File: config.mk
export PLATFORM = sky130hd
export DESIGN_NAME = pdt_dual_edge
export DESIGN_NICKNAME = d
export VERILOG_FILES = /design/src/pdt_pkg.sv /design/src/pdt_dual_edge.sv
export SDC_FILE = /design/constraint.sdc
export NUM_CORES = 1
export LEC_CHECK = 0
export BUFFER_PORTS_ARGS = -buffer_cell sky130_fd_sc_hd__buf_2
export CAP_MARGIN = 30
export CORE_AREA = 2 2 217 240
export CTS_BUF_LIST = sky130_fd_sc_hd__clkbuf_2 sky130_fd_sc_hd__clkbuf_4 sky130_fd_sc_hd__clkbuf_8
export DETAILED_ROUTE_END_ITERATION = 12
export DIE_AREA = 0 0 219 242
export PLACE_DENSITY_LB_ADDON = 0.1
export SETUP_SLACK_MARGIN = 0.15
export SYNTH_ARGS = -nofsm -noshare
export SYNTH_HDL_FRONTEND = slang
export SYNTH_SLANG_ARGS = --single-unit
export TNS_END_PERCENT = 30
File: constraint.sdc
create_clock -name clock -period 4.8 [get_ports clock]
set_input_delay 0 -clock clock [delete_from_list [all_inputs] [get_ports clock]]
set_output_delay 0 -clock clock [all_outputs]
set_load 0.01 [all_outputs]
File: src/pdt_pkg.sv
// Purpose: Shared constants and types for the dual pulse edge timing block.
// Assumes: One 25 MHz core clock; byte-wide register access port.
// Notes: Edge times are counted in fine 5 ns units inside the block.
package pdt_pkg;
  // ****************************************************************
  // Register map
  // ****************************************************************
  localparam logic [15:0] PDT_OUT1_RISE_TIME_HIGH = 16'hfe0c;
  localparam logic [15:0] PDT_OUT1_RISE_SETTING = 16'hfe0d;
  localparam logic [15:0] PDT_OUT1_FALL_TIME_HIGH = 16'hfe0e;
  localparam logic [15:0] PDT_OUT1_FALL_SETTING = 16'hfe0f;
  localparam logic [15:0] PDT_OUT2_RISE_TIME_HIGH = 16'hfe10;
  localparam logic [15:0] PDT_OUT2_RISE_SETTING = 16'hfe11;
  localparam logic [15:0] PDT_OUT2_FALL_TIME_HIGH = 16'hfe12;
  localparam logic [15:0] PDT_OUT2_FALL_SETTING = 16'hfe13;
  localparam logic [15:0] PDT_PULSE_CONTROL = 16'hfe14;
  localparam int PDT_NUM_EDGES = 4;
  // ****************************************************************
  // Field positions
  // ****************************************************************
  localparam int PDT_SET_LOW_MSB = 3;
  localparam int PDT_SET_LOW_LSB = 2;
  localparam int PDT_SET_MOD_EN = 1;
  localparam int PDT_SET_SIGN = 0;
  localparam int PDT_CTL_MODE = 4;
  localparam int PDT_CTL_RES = 3;
  localparam int PDT_CTL_DIS1 = 2;
  localparam int PDT_CTL_DIS2 = 1;
  localparam int PDT_CTL_GO = 0;
  // ****************************************************************
  // Reset values and timing
  // ****************************************************************
  localparam logic [7:0] PDT_RESET_BYTE = 8'h00;
  localparam int PDT_CLK_PERIOD_NS = 40;
  localparam int PDT_FINE_STEP_NS = 5;
  localparam int PDT_COARSE_STEP_NS = 40;
  localparam int PDT_CNT_STEP = PDT_CLK_PERIOD_NS / PDT_FINE_STEP_NS;
  localparam int PDT_COARSE_SHIFT = $clog2(PDT_COARSE_STEP_NS / PDT_FINE_STEP_NS);
  localparam logic [9:0] PDT_TIME_MAX = 10'h3ff;
  localparam int PDT_CNT_W = 14;
  // ****************************************************************
  // Types
  // ****************************************************************
  typedef struct packed {
    logic [7:0] time_high;
    logic [1:0] time_low;
    logic mod_en;
    logic sign;
  } pdt_edge_t;
  typedef struct packed {
    logic bridgeless;
    logic fine_res;
    logic dis1;
    logic dis2;
    logic go;
  } pdt_ctrl_t;
endpackage

File: src/pdt_dual_edge.sv
// Purpose: Places the rising and falling edges of two gate-drive pulse outputs.
// Assumes: Register port and modulation input are synchronous to clock.
// Notes: Edges land on the 40 ns core clock grid; 5 ns codes are rounded up.
`timescale 1ns/1ps
`default_nettype none
module pdt_dual_edge (
  input wire logic clock,
  input wire logic rstn,
  input wire logic [15:0] reg_addr,
  input wire logic reg_wr_en,
  input wire logic [7:0] reg_wdata,
  input wire logic reg_rd_en,
  output logic [7:0] reg_rdata,
  input wire logic [pdt_pkg::PDT_CNT_W-1:0] period_len,
  input wire logic [9:0] mod_value,
  output logic gate_output,
  output logic second_gate_output,
  output logic bridgeless_mode,
  output logic period_start
);
  import pdt_pkg::*;

  // ****************************************************************
  // Helpers
  // ****************************************************************
  // Returns edge index 0..3 for timing/setting registers, 4 for control, 7 unmapped.
  function automatic logic [2:0] reg_index(input logic [15:0] a);
    logic [2:0] idx;
    idx = 3'h7;
    if (a >= PDT_OUT1_RISE_TIME_HIGH && a <= PDT_OUT2_FALL_SETTING) begin
      idx = 3'(((a - PDT_OUT1_RISE_TIME_HIGH) >> 1));
    end else if (a == PDT_PULSE_CONTROL) begin
      idx = 3'h4;
    end
    return idx;
  endfunction

  // Modulated edge time, clamped so an edge never leaves the 10-bit range.
  function automatic logic [9:0] edge_time(input pdt_edge_t e, input logic [9:0] m);
    logic [10:0] sum;
    logic [9:0] base;
    sum = 11'h000;
    base = {e.time_high, e.time_low};
    edge_time = base;
    if (e.mod_en) begin
      if (e.sign) begin
        sum = {1'b0, base} + {1'b0, m};
        edge_time = sum[10] ? PDT_TIME_MAX : sum[9:0];
      end else begin
        edge_time = (base < m) ? 10'h000 : base - m;
      end
    end
  endfunction

  // Packs one edge's setting byte; reserved bits 7:4 always read zero.
  function automatic logic [7:0] setting_byte(input pdt_edge_t e);
    setting_byte = PDT_RESET_BYTE;
    setting_byte[PDT_SET_LOW_MSB:PDT_SET_LOW_LSB] = e.time_low;
    setting_byte[PDT_SET_MOD_EN] = e.mod_en;
    setting_byte[PDT_SET_SIGN] = e.sign;
  endfunction

  // Scales an edge time into 5 ns counter units for the selected step.
  function automatic logic [PDT_CNT_W-1:0] edge_pos(input logic [9:0] t, input logic fine);
    logic [PDT_CNT_W-1:0] wide;
    wide = PDT_CNT_W'(t);
    edge_pos = fine ? wide : wide << PDT_COARSE_SHIFT;
  endfunction

  // True while the count sits inside the high window of one output.
  function automatic logic in_window(input logic [PDT_CNT_W-1:0] c,
                                     input logic [PDT_CNT_W-1:0] rise,
                                     input logic [PDT_CNT_W-1:0] fall);
    // A rise after the fall wraps the pulse over the period boundary.
    if (rise <= fall) begin
      in_window = (c >= rise) && (c < fall);
    end else begin
      in_window = (c >= rise) || (c < fall);
    end
  endfunction

  // ****************************************************************
  // Shadow and active registers
  // ****************************************************************
  pdt_edge_t shadow_r [PDT_NUM_EDGES];
  pdt_edge_t active_r [PDT_NUM_EDGES];
  pdt_ctrl_t ctrl_r;
  pdt_ctrl_t ctrl_act_r;
  logic go_prev_r;
  logic commit;
  logic [2:0] wr_idx;
  logic [2:0] rd_idx;

  assign wr_idx = reg_index(reg_addr);
  assign rd_idx = wr_idx;
  assign commit = ctrl_r.go & ~go_prev_r;

  genvar g;
  generate
    for (g = 0; g < PDT_NUM_EDGES; g++) begin : g_edge
      always_ff @(posedge clock or negedge rstn) begin
        if (!rstn) begin
          shadow_r[g] <= '0;
        end else if (reg_wr_en && wr_idx == 3'(g)) begin
          if (!reg_addr[0]) begin
            shadow_r[g].time_high <= reg_wdata;
          end else begin
            shadow_r[g].time_low <= reg_wdata[PDT_SET_LOW_MSB:PDT_SET_LOW_LSB];
            shadow_r[g].mod_en <= reg_wdata[PDT_SET_MOD_EN];
            shadow_r[g].sign <= reg_wdata[PDT_SET_SIGN];
          end
        end
      end

      always_ff @(posedge clock or negedge rstn) begin
        if (!rstn) begin
          active_r[g] <= '0;
        end else if (commit) begin
          active_r[g] <= shadow_r[g];
        end
      end
    end
  endgenerate

  always_ff @(posedge clock or negedge rstn) begin
    if (!rstn) begin
      ctrl_r <= '0;
    end else if (reg_wr_en && wr_idx == 3'h4) begin
      ctrl_r.bridgeless <= reg_wdata[PDT_CTL_MODE];
      ctrl_r.fine_res <= reg_wdata[PDT_CTL_RES];
      ctrl_r.dis1 <= reg_wdata[PDT_CTL_DIS1];
      ctrl_r.dis2 <= reg_wdata[PDT_CTL_DIS2];
      ctrl_r.go <= reg_wdata[PDT_CTL_GO];
    end
  end

  // ****************************************************************
  // Commit tracking
  // ****************************************************************
  // Only the go rise copies settings, so half-written edges never reach the gates.
  always_ff @(posedge clock or negedge rstn) begin
    if (!rstn) begin
      go_prev_r <= 1'b0;
    end else begin
      go_prev_r <= ctrl_r.go;
    end
  end

  always_ff @(posedge clock or negedge rstn) begin
    if (!rstn) begin
      ctrl_act_r <= '0;
    end else if (commit) begin
      ctrl_act_r <= ctrl_r;
    end
  end

  // ****************************************************************
  // Register read-back
  // ****************************************************************
  logic [7:0] rd_nxt;

  always_comb begin
    rd_nxt = PDT_RESET_BYTE;
    if (rd_idx < 3'h4) begin
      if (!reg_addr[0]) begin
        rd_nxt = shadow_r[rd_idx[1:0]].time_high;
      end else begin
        rd_nxt = setting_byte(shadow_r[rd_idx[1:0]]);
      end
    end else if (rd_idx == 3'h4) begin
      rd_nxt = {3'h0, ctrl_r.bridgeless, ctrl_r.fine_res,
                ctrl_r.dis1, ctrl_r.dis2, ctrl_r.go};
    end
  end

  always_ff @(posedge clock or negedge rstn) begin
    if (!rstn) begin
      reg_rdata <= PDT_RESET_BYTE;
    end else if (reg_rd_en) begin
      reg_rdata <= rd_nxt;
    end
  end

  // ****************************************************************
  // Switching period counter
  // ****************************************************************
  // The count runs in 5 ns units and advances a whole core clock each cycle.
  logic [PDT_CNT_W-1:0] cnt_r;
  logic [PDT_CNT_W:0] cnt_sum;
  logic [9:0] mod_r;
  logic wrap;

  assign cnt_sum = {1'b0, cnt_r} + (PDT_CNT_W+1)'(PDT_CNT_STEP);
  assign wrap = cnt_sum >= {1'b0, period_len};

  always_ff @(posedge clock or negedge rstn) begin
    if (!rstn) begin
      cnt_r <= '0;
    end else if (wrap) begin
      cnt_r <= '0;
    end else begin
      cnt_r <= cnt_sum[PDT_CNT_W-1:0];
    end
  end

  always_ff @(posedge clock or negedge rstn) begin
    if (!rstn) begin
      period_start <= 1'b0;
    end else begin
      period_start <= wrap;
    end
  end

  // Sampling once per period keeps both edges of a non-wrapping pulse on one modulation value.
  always_ff @(posedge clock or negedge rstn) begin
    if (!rstn) begin
      mod_r <= 10'h000;
    end else if (wrap) begin
      mod_r <= mod_value;
    end
  end

  // ****************************************************************
  // Edge compare and outputs
  // ****************************************************************
  logic [PDT_CNT_W-1:0] pos [PDT_NUM_EDGES];
  logic [1:0] win;

  generate
    for (g = 0; g < PDT_NUM_EDGES; g++) begin : g_pos
      logic [9:0] t;
      assign t = edge_time(active_r[g], mod_r);
      assign pos[g] = edge_pos(t, ctrl_act_r.fine_res);
    end
    for (g = 0; g < 2; g++) begin : g_win
      assign win[g] = in_window(cnt_r, pos[2*g], pos[2*g+1]);
    end
  endgenerate

  // ****************************************************************
  // Output stage
  // ****************************************************************
  // Fine codes between clock ticks land on the next 40 ns tick; that is a limitation.
  always_ff @(posedge clock or negedge rstn) begin
    if (!rstn) begin
      gate_output <= 1'b0;
    end else begin
      gate_output <= win[0] & ~ctrl_act_r.dis1;
    end
  end

  always_ff @(posedge clock or negedge rstn) begin
    if (!rstn) begin
      second_gate_output <= 1'b0;
    end else begin
      second_gate_output <= win[1] & ~ctrl_act_r.dis2;
    end
  end

  always_ff @(posedge clock or negedge rstn) begin
    if (!rstn) begin
      bridgeless_mode <= 1'b0;
    end else begin
      bridgeless_mode <= ctrl_act_r.bridgeless;
    end
  end
endmodule // pdt_dual_edge
`default_nettype wire

* Word-level counts from Yosys, hierarchy flattened *
Index checks and enable logic that the tools add are counted.

word-level totals
  flip-flop bits (word level) = 142
  bits in writable memories = 0
  input bits = 52
  memories = 0
  ROM bits = 0
  logic and storage cells = 137
  latch bits = 0

operators by class
  add/subtract/negate cells = 10
  $mul = 0
  mux-type cells = 31
  bitwise logic cells = 8
  magnitude comparators = 15
  shift-type cells = 0
  eq/ne operators = 5
  divide/modulo/power cells = 0
  reduce and logical (&&, ||, !) cells = 19

operator list
  cell                                                        number
  two-way mux 10 bit                                          16
  two-way mux 13 bit                                          4
  adder 10 x 10 -> 11 bit                                     4
  less-than comparator 10 bit                                 4
  subtractor 10 bit                                           4
  greater-or-equal comparator 14 x 13 -> 1 bit                2
  less-than comparator 14 x 13 -> 1 bit                       2
  less-or-equal comparator 13 bit                             2
  binary-select mux 12 bit (select 2 bit)                     1
  two-way mux 12 bit                                          2
  == test 16 bit (second input constant)                      1
  greater-or-equal comparator 16 bit (second input constant)  1
  less-or-equal comparator 16 bit (second input constant)     1
  two-way mux 8 bit                                           2
  AND reduction 2 bit                                         8
  adder 14 x 4 -> 15 bit (second input constant)              1
  greater-or-equal comparator 15 x 14 -> 1 bit                1
  two-way mux 14 bit                                          1
  logical AND 1 bit                                           8
  == test 3 x 2 -> 1 bit (second input constant)              2
  two-way mux 5 bit                                           1
  inverter 1 bit                                              4
  subtractor 4 bit (second input constant)                    1
  AND 1 bit                                                   3
  other kinds (10)                                            12

* Depth between registers and ports, before layout *
Gate-level depths: netlist (run 1).

  depth in word-level cells = 9
  gate-level depth with buffers = 24
  mapped depth without buffers = 24

* Worst setup path before layout (run 1) *
No wires, ideal clock.

  kind = register -> register
  start point = reg mod_r[1]
  end point = reg gate_output
  path slack = 0.471 ns
  arrival = 4.203 ns
  buffers on the path = 0
  stages on the path, launching flop included = 20
  library setup time = 0.127 ns
  data required time = 4.673 ns
  cell sequence = dfrtp_1 > inv_1 > fa_1 > nor2_2 > o221ai_1 > a211o_1 > o221a_2 > or4_1 > mux2i_1 > nand2_1 > ha_1 > o21a_1 > o21a_1 > o21a_1 > o21ai_0 > a211oi_1 > a21oi_1 > nand4_1 > o31ai_1 > a21oi_1

on the way
  word-level cells in the longest chain between the ends = 9
  elaborated cells between the ends (all ways) = 23
  classes of those cells = add/sub: 4; order compare: 5; mux: 11; bitwise: 1; reduce/logical: 2

ends and longest elaborated chain
  what                                                                                                   line                                      text
  start: declaration                                                                                     pdt_dual_edge.sv:190                      logic [9:0] mod_r;
  start signal: assignment                                                                               pdt_dual_edge.sv:219                      mod_r <= mod_value;
  adder 10 x 10 -> 11 bit (tied with other cells)                                                        pdt_dual_edge.sv:47                       sum = {1'b0, base} + {1'b0, m};
  two-way mux 10 bit (on tied branches)                                                                  pdt_dual_edge.sv:48, pdt_dual_edge.sv:50
  two-way mux 10 bit                                                                                     pdt_dual_edge.sv:46                       if (e.sign) begin
  two-way mux 10 bit                                                                                     pdt_dual_edge.sv:45                       if (e.mod_en) begin
  two-way mux 13 bit                                                                                     pdt_dual_edge.sv:67                       edge_pos = fine ? wide : wide << PDT_COARSE_SHIFT;
  greater-or-equal comparator 14 x 13 -> 1 bit or less-than comparator 14 x 13 -> 1 bit (tied branches)  pdt_dual_edge.sv:76, pdt_dual_edge.sv:78
  logical OR 1 bit or logical AND 1 bit (tied branches)                                                  pdt_dual_edge.sv:78, pdt_dual_edge.sv:76
  two-way mux 1 bit (*)                                                                                  pdt_dual_edge.sv:75                       if (rise <= fall) begin
  AND 1 bit (*)                                                                                          pdt_dual_edge.sv:248                      gate_output <= win[0] & ~ctrl_act_r.dis1;
  end signal: assignment                                                                                 pdt_dual_edge.sv:248
  end: declaration                                                                                       pdt_dual_edge.sv:16                       output logic gate_output,

Mark *: on every way between the ends. The rest lies on a longest branch, timed or not.
A chain may end at the register's enable or synchronous reset.

* Worst setup path in the final report (run 1) *
  start point = reg mod_r[0]
  end point = reg second_gate_output

on the way
  word-level cells in the longest chain between the ends = 9
  elaborated cells between the ends (all ways) = 23
  classes of those cells = add/sub: 4; order compare: 5; mux: 11; bitwise: 1; reduce/logical: 2

ends and longest elaborated chain
  what                                                                                                   line                                      text
  subtractor 10 bit (tied with other cells)                                                              pdt_dual_edge.sv:50                       edge_time = (base < m) ? 10'h000 : base - m;
  two-way mux 10 bit (on tied branches)                                                                  pdt_dual_edge.sv:50, pdt_dual_edge.sv:48
  two-way mux 10 bit                                                                                     pdt_dual_edge.sv:46
  two-way mux 10 bit                                                                                     pdt_dual_edge.sv:45
  two-way mux 13 bit                                                                                     pdt_dual_edge.sv:67
  greater-or-equal comparator 14 x 13 -> 1 bit or less-than comparator 14 x 13 -> 1 bit (tied branches)  pdt_dual_edge.sv:76, pdt_dual_edge.sv:78
  logical OR 1 bit or logical AND 1 bit (tied branches)                                                  pdt_dual_edge.sv:78, pdt_dual_edge.sv:76
  two-way mux 1 bit (*)                                                                                  pdt_dual_edge.sv:75
  AND 1 bit (*)                                                                                          pdt_dual_edge.sv:256                      second_gate_output <= win[1] & ~ctrl_act_r.dis2;
  end signal: assignment                                                                                 pdt_dual_edge.sv:256
  end: declaration                                                                                       pdt_dual_edge.sv:17                       output logic second_gate_output,

Marks and branches as above.

==> metrics.cfg, run 1 <==
[finish]
layout.nets=1742
antenna_cells=0
layout-drive-gt1-share_pct=30.4
utilization_pct=30.7
final_area_sq_um=15600
fillers=5452
area_delta_synth_final_pct=24.6

[timing]
skew_ps=29.2
tns_ps=0
slew_viol_final=0
max_clock_freq_mhz=222
grt_setup_unrepaired=yes
setup_viol=0
worstMarginPinSlew_ps=997
slew_headroom_pct=33.3
hold_viol_final=0
fin_crit_ps=4510
period_share_pct=93.9

[drt]
viasPerCell=5.05
wl_per_cell_um=21.1
vias=11100
drtAntennaViolNets=0
first_pass_iters=5
drc=0
routed_wl_um=46500
drt_iter0_drc=535

[critical_path]
cp_num_buf_inv=3
setup.worst_path.start_class=flop
end_kind=flop
path_max_fanout=5
path_delay_family=compound AO/OA/AOI/OAI gates
cpPeakStageDelay_ps=470
cp_cell_sequence=buf_6, buf_4, ha_2, inv_1, fa_2, a21o_1, a2111oi_4, nor2_2, mux2_4, a211o_1, o2bb2ai_4, o22ai_2, a31o_2, ha_4, a21o_1, a21oi_2, nor2b_1, o21ai_1, and3_1, o21ai_2, nor2_2, o32ai_4
crit_slowest_cell=dfrtp_2
required_ps=5190
critPathKind=reg2reg
r2r_cells=22
arrival_ps=4890
cp.depth=22

[synth]
ys.flop_type=dfrtp_1
yosysUniqueCellTypes=93
yosys_warnings=0
synth_edf_count=0
synth_seq_cells=139
ys_async_sr_fraction_pct=100
syn_area_sq_um=12500
syn_inst=1363
avgSynthCellArea_sq_um=9.16
synth.net_count=1580
ys_seq_area_share_pct=27.9

[run]
cap_violations=0

[clocking]
clk_latency_ps=520
cts_tree=done
clockBufferDepth=2
h-tree-depth=4
clockRootBuffer=clkbuf_8
numCtsBuffers=17
clkSinkCount=139
clk_pin_slew_ps=130

[die]
core_sq_um=50700
die_area_sq_um=53000
die_w_um=219
ioPinCount=64
die_h_um=242
start_util_pct=24.6
num_rows=87

[global_routing]
grt-ovfl-total=0
grt_pass1_vias=11100
grt_max_degree=74
grt_usage_pct=17.6
grt_pass1_wl_um=69700
antenna_found_initial=0

[pwr]
power.density_nw_per_um2=384
power_uw=5970
peakVddDrop_mv=0.199
leakage_uw=0.00711

[place]
place_area_sq_um=14000
hpwl_um=36700
portBuffers=63
gp_congestion=0.833

[hold_path]
hold_class=in2async

[outcome]
outcome=finished, final reports clean

-- cells by family (layout without fill, tap and decap cells) --
group | count (synthesis) | after routing | share of synthesized area (%)
buffers and inverters | 147 | 322 | 4.64
AO/OA/AOI/OAI | 388 | 388 | 21.9
AND/OR/NAND/NOR | 370 | 370 | 15.2
flip-flops | 139 | 139 | 27.9
multiplexers | 142 | 142 | 12.6
XOR/XNOR | 11 | 11 | 0.772
adder cells (fa/ha/maj) | 166 | 166 | 17.1
-- path summary, 6_finish.rpt --
check                      slack, ps                      start                            to
hold reg to reg                  390  ctrl_act_r[4]$_DFFE_PN0P_     bridgeless_mode$_DFF_PN0_
setup reg to reg                 290       mod_r[0]$_DFFE_PN0P_  second_gate_output$_DFF_PN0_
max in group asynchronous       3870                       rstn      reg_rdata[7]$_DFFE_PN0P_
hold / removal                    40                       rstn          mod_r[8]$_DFFE_PN0P_
min in group clock                80             period_len[13]            cnt_r[3]$_DFF_PN0_
setup / recovery                 290       mod_r[0]$_DFFE_PN0P_  second_gate_output$_DFF_PN0_
-- per-stage QoR --
step	worst slack (ps)	hold slack, ps	cells
2_1_floorplan	471	-296	1363
3_3_place_gp	-51.6	68.1	2119
3_5_place_dp	-102	61.5	2119
4_1_cts	139	29.9	2179
5_1_grt	56.3	104	2205
6_report	294	35.3	2205
-- cells in the mapped netlist, types with 22 or more instances --
| cell | n | area (sq um) |
|---|---|---|
| ha_1 | 157 | 1960 |
| dfrtp_1 | 139 | 3480 |
| mux2_2 | 119 | 1340 |
| inv_1 | 100 | 375 |
| a21oi_1 | 99 | 495 |
| nor2_1 | 90 | 338 |
| nand2_1 | 73 | 274 |
| o21ai_0 | 58 | 290 |
| clkbuf_1 | 34 | 128 |
| nor3_1 | 31 | 155 |
| nor2b_1 | 29 | 181 |
| a21o_1 | 26 | 195 |
| and3_1 | 22 | 138 |
| mux2i_1 | 22 | 220 |
-- power by group --
group / internal [uW] / leakage (uW) / switching [uW]
Clock: 384 / 0.000188 / 625
Combinational: 1560 / 0.00501 / 1990
Sequential: 1250 / 0.00191 / 156
Total: 3200 / 0.00711 / 2770
-- final cells by class --
| cell class | count | area (sq um) | share of cell area [%] |
|---|---|---|---|
| flip-flops and latches | 139 | 3480 | 22.4 |
| inverters | 102 | 393 | 2.53 |
| multi-input cells | 1077 | 9130 | 58.7 |
| clock buffers | 17 | 234 | 1.50 |
| clock inverters | 15 | 149 | 0.957 |
| well taps | 667 | 835 | 5.36 |
| repair buffers | 188 | 1330 | 8.55 |
-- registers in the layout, summed over array words and instances, names as in the netlist --
signal and flops:
ctrl_act_r 4, ctrl_r 5, second_gate_output 1, cnt_r 11
active_r 48, mod_r 10, go_prev_r 1, shadow_r 48
gate_output 1, bridgeless_mode 1, reg_rdata 8, period_start 1
-- cell usage in the layout, fill, tap and decap left out, drive strengths merged, types with 21 or more instances in the layout --
cell and instances:
o21a 21, inv 106, nand3 21, and3 22, o21ai 60, nor2b 29
nand2 74, dlygate4sd3 21, buf 166, a21oi 100, nand2b 21, mux2 120
ha 157, nor2 92, nor3 32, a21o 26, dfrtp 139, mux2i 22
-- repair_timing --
action,in CTS,in global routing
hold buffers,21,0
endpoints found under the setup margin,2,2
resized for setup,26,142
setup buffers,7,26
pin swaps,5,63
endpoints found under the hold margin,138,0
-- layer usage --
metal | GRT usage (%) | share of wire [%] | up-vias
li1 | - | - | 5402
met1 | 23.9 | 47 | 5426
met2 | 29.1 | 47 | 255
met3 | 1.71 | 3.0 | 55
met4 | 6.04 | 2.8 | 0
met5 | 0 | 0 | -
Power figures use the tool's default switching activity.
==> inputs of run 2 (changes only) <==
Settings changed: CORE_AREA 2 2 217 240 to 2 2 141 157, DIE_AREA 0 0 219 242 to 0 0 143 159.
==> metrics.cfg, run 2 (same netlist as run 1, synthesis figures left out) <==
[finish]
layout-drive-gt1-share_pct=25.6  ; -4.8 points
final_cell_mix=ha_1, dfrtp_1, mux2_2
area_delta_synth_final_pct=16.8
multiInputGateArea_sq_um=8870  ; -2.9%
utilization_pct=69.1  ; +38 points
final_common_cell=ha_1
fillers=1682  ; -69%
antenna_cells=0  ; unchanged
reg_top3=active_r: 48 flops, shadow_r: 48 flops, cnt_r: 11 flops
final_area_sq_um=14600  ; -6.3%
layout.nets=1710  ; -1.8%
seqCellArea_sq_um=3480  ; -0.11%

[timing]
setup_viol=0  ; unchanged
slew_viol_final=0  ; unchanged
grt_setup_unrepaired=yes
worstMarginPinSlew_ps=921  ; -76.1 ps
hold_viol_final=0  ; unchanged
skew_ps=21.3  ; -7.89 ps
tns_ps=0  ; unchanged
setup_ws_ps=235  ; -58.7 ps
fin_crit_ps=4560  ; +58.7 ps
slew_headroom_pct=38.4  ; +5.1 points
period_share_pct=95.1  ; +1.2 points
max_clock_freq_mhz=219  ; -1.3%

[critical_path]
r2r_cells=23  ; +4.5%
r2r_start=mod_r[0]$_DFFE_PN0P_
arrival_ps=4920  ; +30 ps
critPathKind=reg2reg
setup.worst_path.start_class=flop
crit_path_start=mod_r[0]$_DFFE_PN0P_
end_kind=flop
required_ps=5150  ; -40 ps
path_max_fanout=7  ; +2

[drt]
first_pass_iters=5  ; unchanged
vias=11400  ; +2.1%
drt_iter0_drc=975  ; +82%
routed_wl_um=40000  ; -14%
wl_per_cell_um=22.3  ; +5.8%
drtAntennaViolNets=0  ; unchanged
drc=0  ; unchanged
viasPerCell=6.34  ; +25%

[global_routing]
grt_pass1_wl_um=61600  ; -12%
grt-ovfl-total=0  ; unchanged
antenna_found_initial=1  ; +1
grt_max_degree=91  ; +23%
grt_pass1_vias=11100  ; +0.18%
grt_usage_pct=35.2  ; +18 points

[die]
core_sq_um=21100  ; -58%
start_util_pct=59.2  ; +35 points
num_rows=56  ; -36%
die_area_sq_um=22700  ; -57%
die_w_um=143  ; -35%
die_h_um=159  ; -34%
ioPinCount=64  ; unchanged

[clocking]
clkSinkCount=139  ; unchanged
numCtsBuffers=17  ; unchanged
clk_pin_slew_ps=110  ; -20 ps
cts_tree=done
clk_latency_ps=460  ; -60 ps
clockBufferDepth=2  ; unchanged
clockRootBuffer=clkbuf_8
h-tree-depth=4  ; unchanged

[hold_path]
hold_class=in2reg
hold_depth=6
hp-start=period_len[13]

[pwr]
peakVddDrop_mv=0.248  ; +25%
leakage_uw=0.00691  ; -2.8%
power_uw=5750  ; -3.7%
power.density_nw_per_um2=394  ; +2.8%

[outcome]
outcome=finished, final reports clean

[run]
cap_violations=0  ; unchanged

[place]
gp_congestion=1.08  ; +29%
portBuffers=63  ; unchanged
place_worst_setup_slack_ps=-7.32  ; +94.5 ps
hpwl_um=30700  ; -16%
place_area_sq_um=13400  ; -3.9%

run 2: changes by cell type in the layout (fill, tap and decap cells not counted), sizes merged:
cell,delta
clkbuf,-1
bufinv,+1
buf,-31
clkinvlp,+1
clkinv,-4
inv,+1
run 2: layer usage:
metal,track usage [%],wire length [um],up-vias
met5,0,0,-
li1,-,-,5314
met2,55.6,18100,463
met1,47.5,17100,5488
met3,5.29,2670,107
met4,16.0,2160,0
run 2: worst max-delay path: stages, from the launching register on:
cell       delay, ps
dfrtp_2          540
ha_4             170
inv_1             50
fa_2             400
o21bai_4         190
a2111oi_4         80
buf_4            170
a31o_4           270
a311oi_2         240
a31oi_1           70
o2bb2ai_1        190
nor2_1            70
or2_2            320
ha_1             300
a21o_1           180
a21oi_1          160
nor2b_1           60
o21ai_1          120
nand2b_1          90
a2111oi_2        350
buf_4            170
o21ai_0           90
o31ai_2           80
a21oi_1           90
run 2: area by class of cell:
class,count,share of cell area (%)
Multi-Input combinational cell,1077,60.8
Inverter,102,2.68
Clock buffer,17,1.60
Clock inverter,14,1.03
Sequential cell,139,23.9
Timing Repair Buffer,156,7.53
Tap cell,290,2.49
run 2: worst paths after layout:
kind / slack (ps) / endpoint
min: 100 / cnt_r[3]$_DFF_PN0_
max: 240 / gate_output$_DFF_PN0_
max reg2reg: 240 / gate_output$_DFF_PN0_
min reg2reg: 390 / bridgeless_mode$_DFF_PN0_
min in group asynchronous: 180 / cnt_r[3]$_DFF_PN0_
max in group asynchronous: 3430 / active_r[13]$_DFFE_PN0P_
run 2: per-stage QoR:
| stage | instances | hold slack, ps |
|---|---|---|
| after floorplan | 1363 | -296 |
| final | 1795 | 102 |
| after global placement | 1732 | 135 |
| after CTS | 1786 | 97.5 |
| after detailed placement | 1732 | 142 |
| after global routing | 1795 | 149 |
run 2: what timing repair did:
action | in CTS | in global routing
gates resized for setup | 8 | 86
endpoints found under the setup margin | 2 | 2
setup buffers | 2 | 9
pin swaps | 0 | 22
endpoints found under the hold margin | 154 | 0
hold buffers | 21 | 0
run 2: power by group:
| group | leakage, uW | switching, uW | internal, uW |
|---|---|---|---|
| Sequential | 0.00191 | 136 | 1250 |
| Combinational | 0.00481 | 1910 | 1440 |
| Clock | 0.000188 | 573 | 430 |
| Total | 0.00691 | 2620 | 3130 |
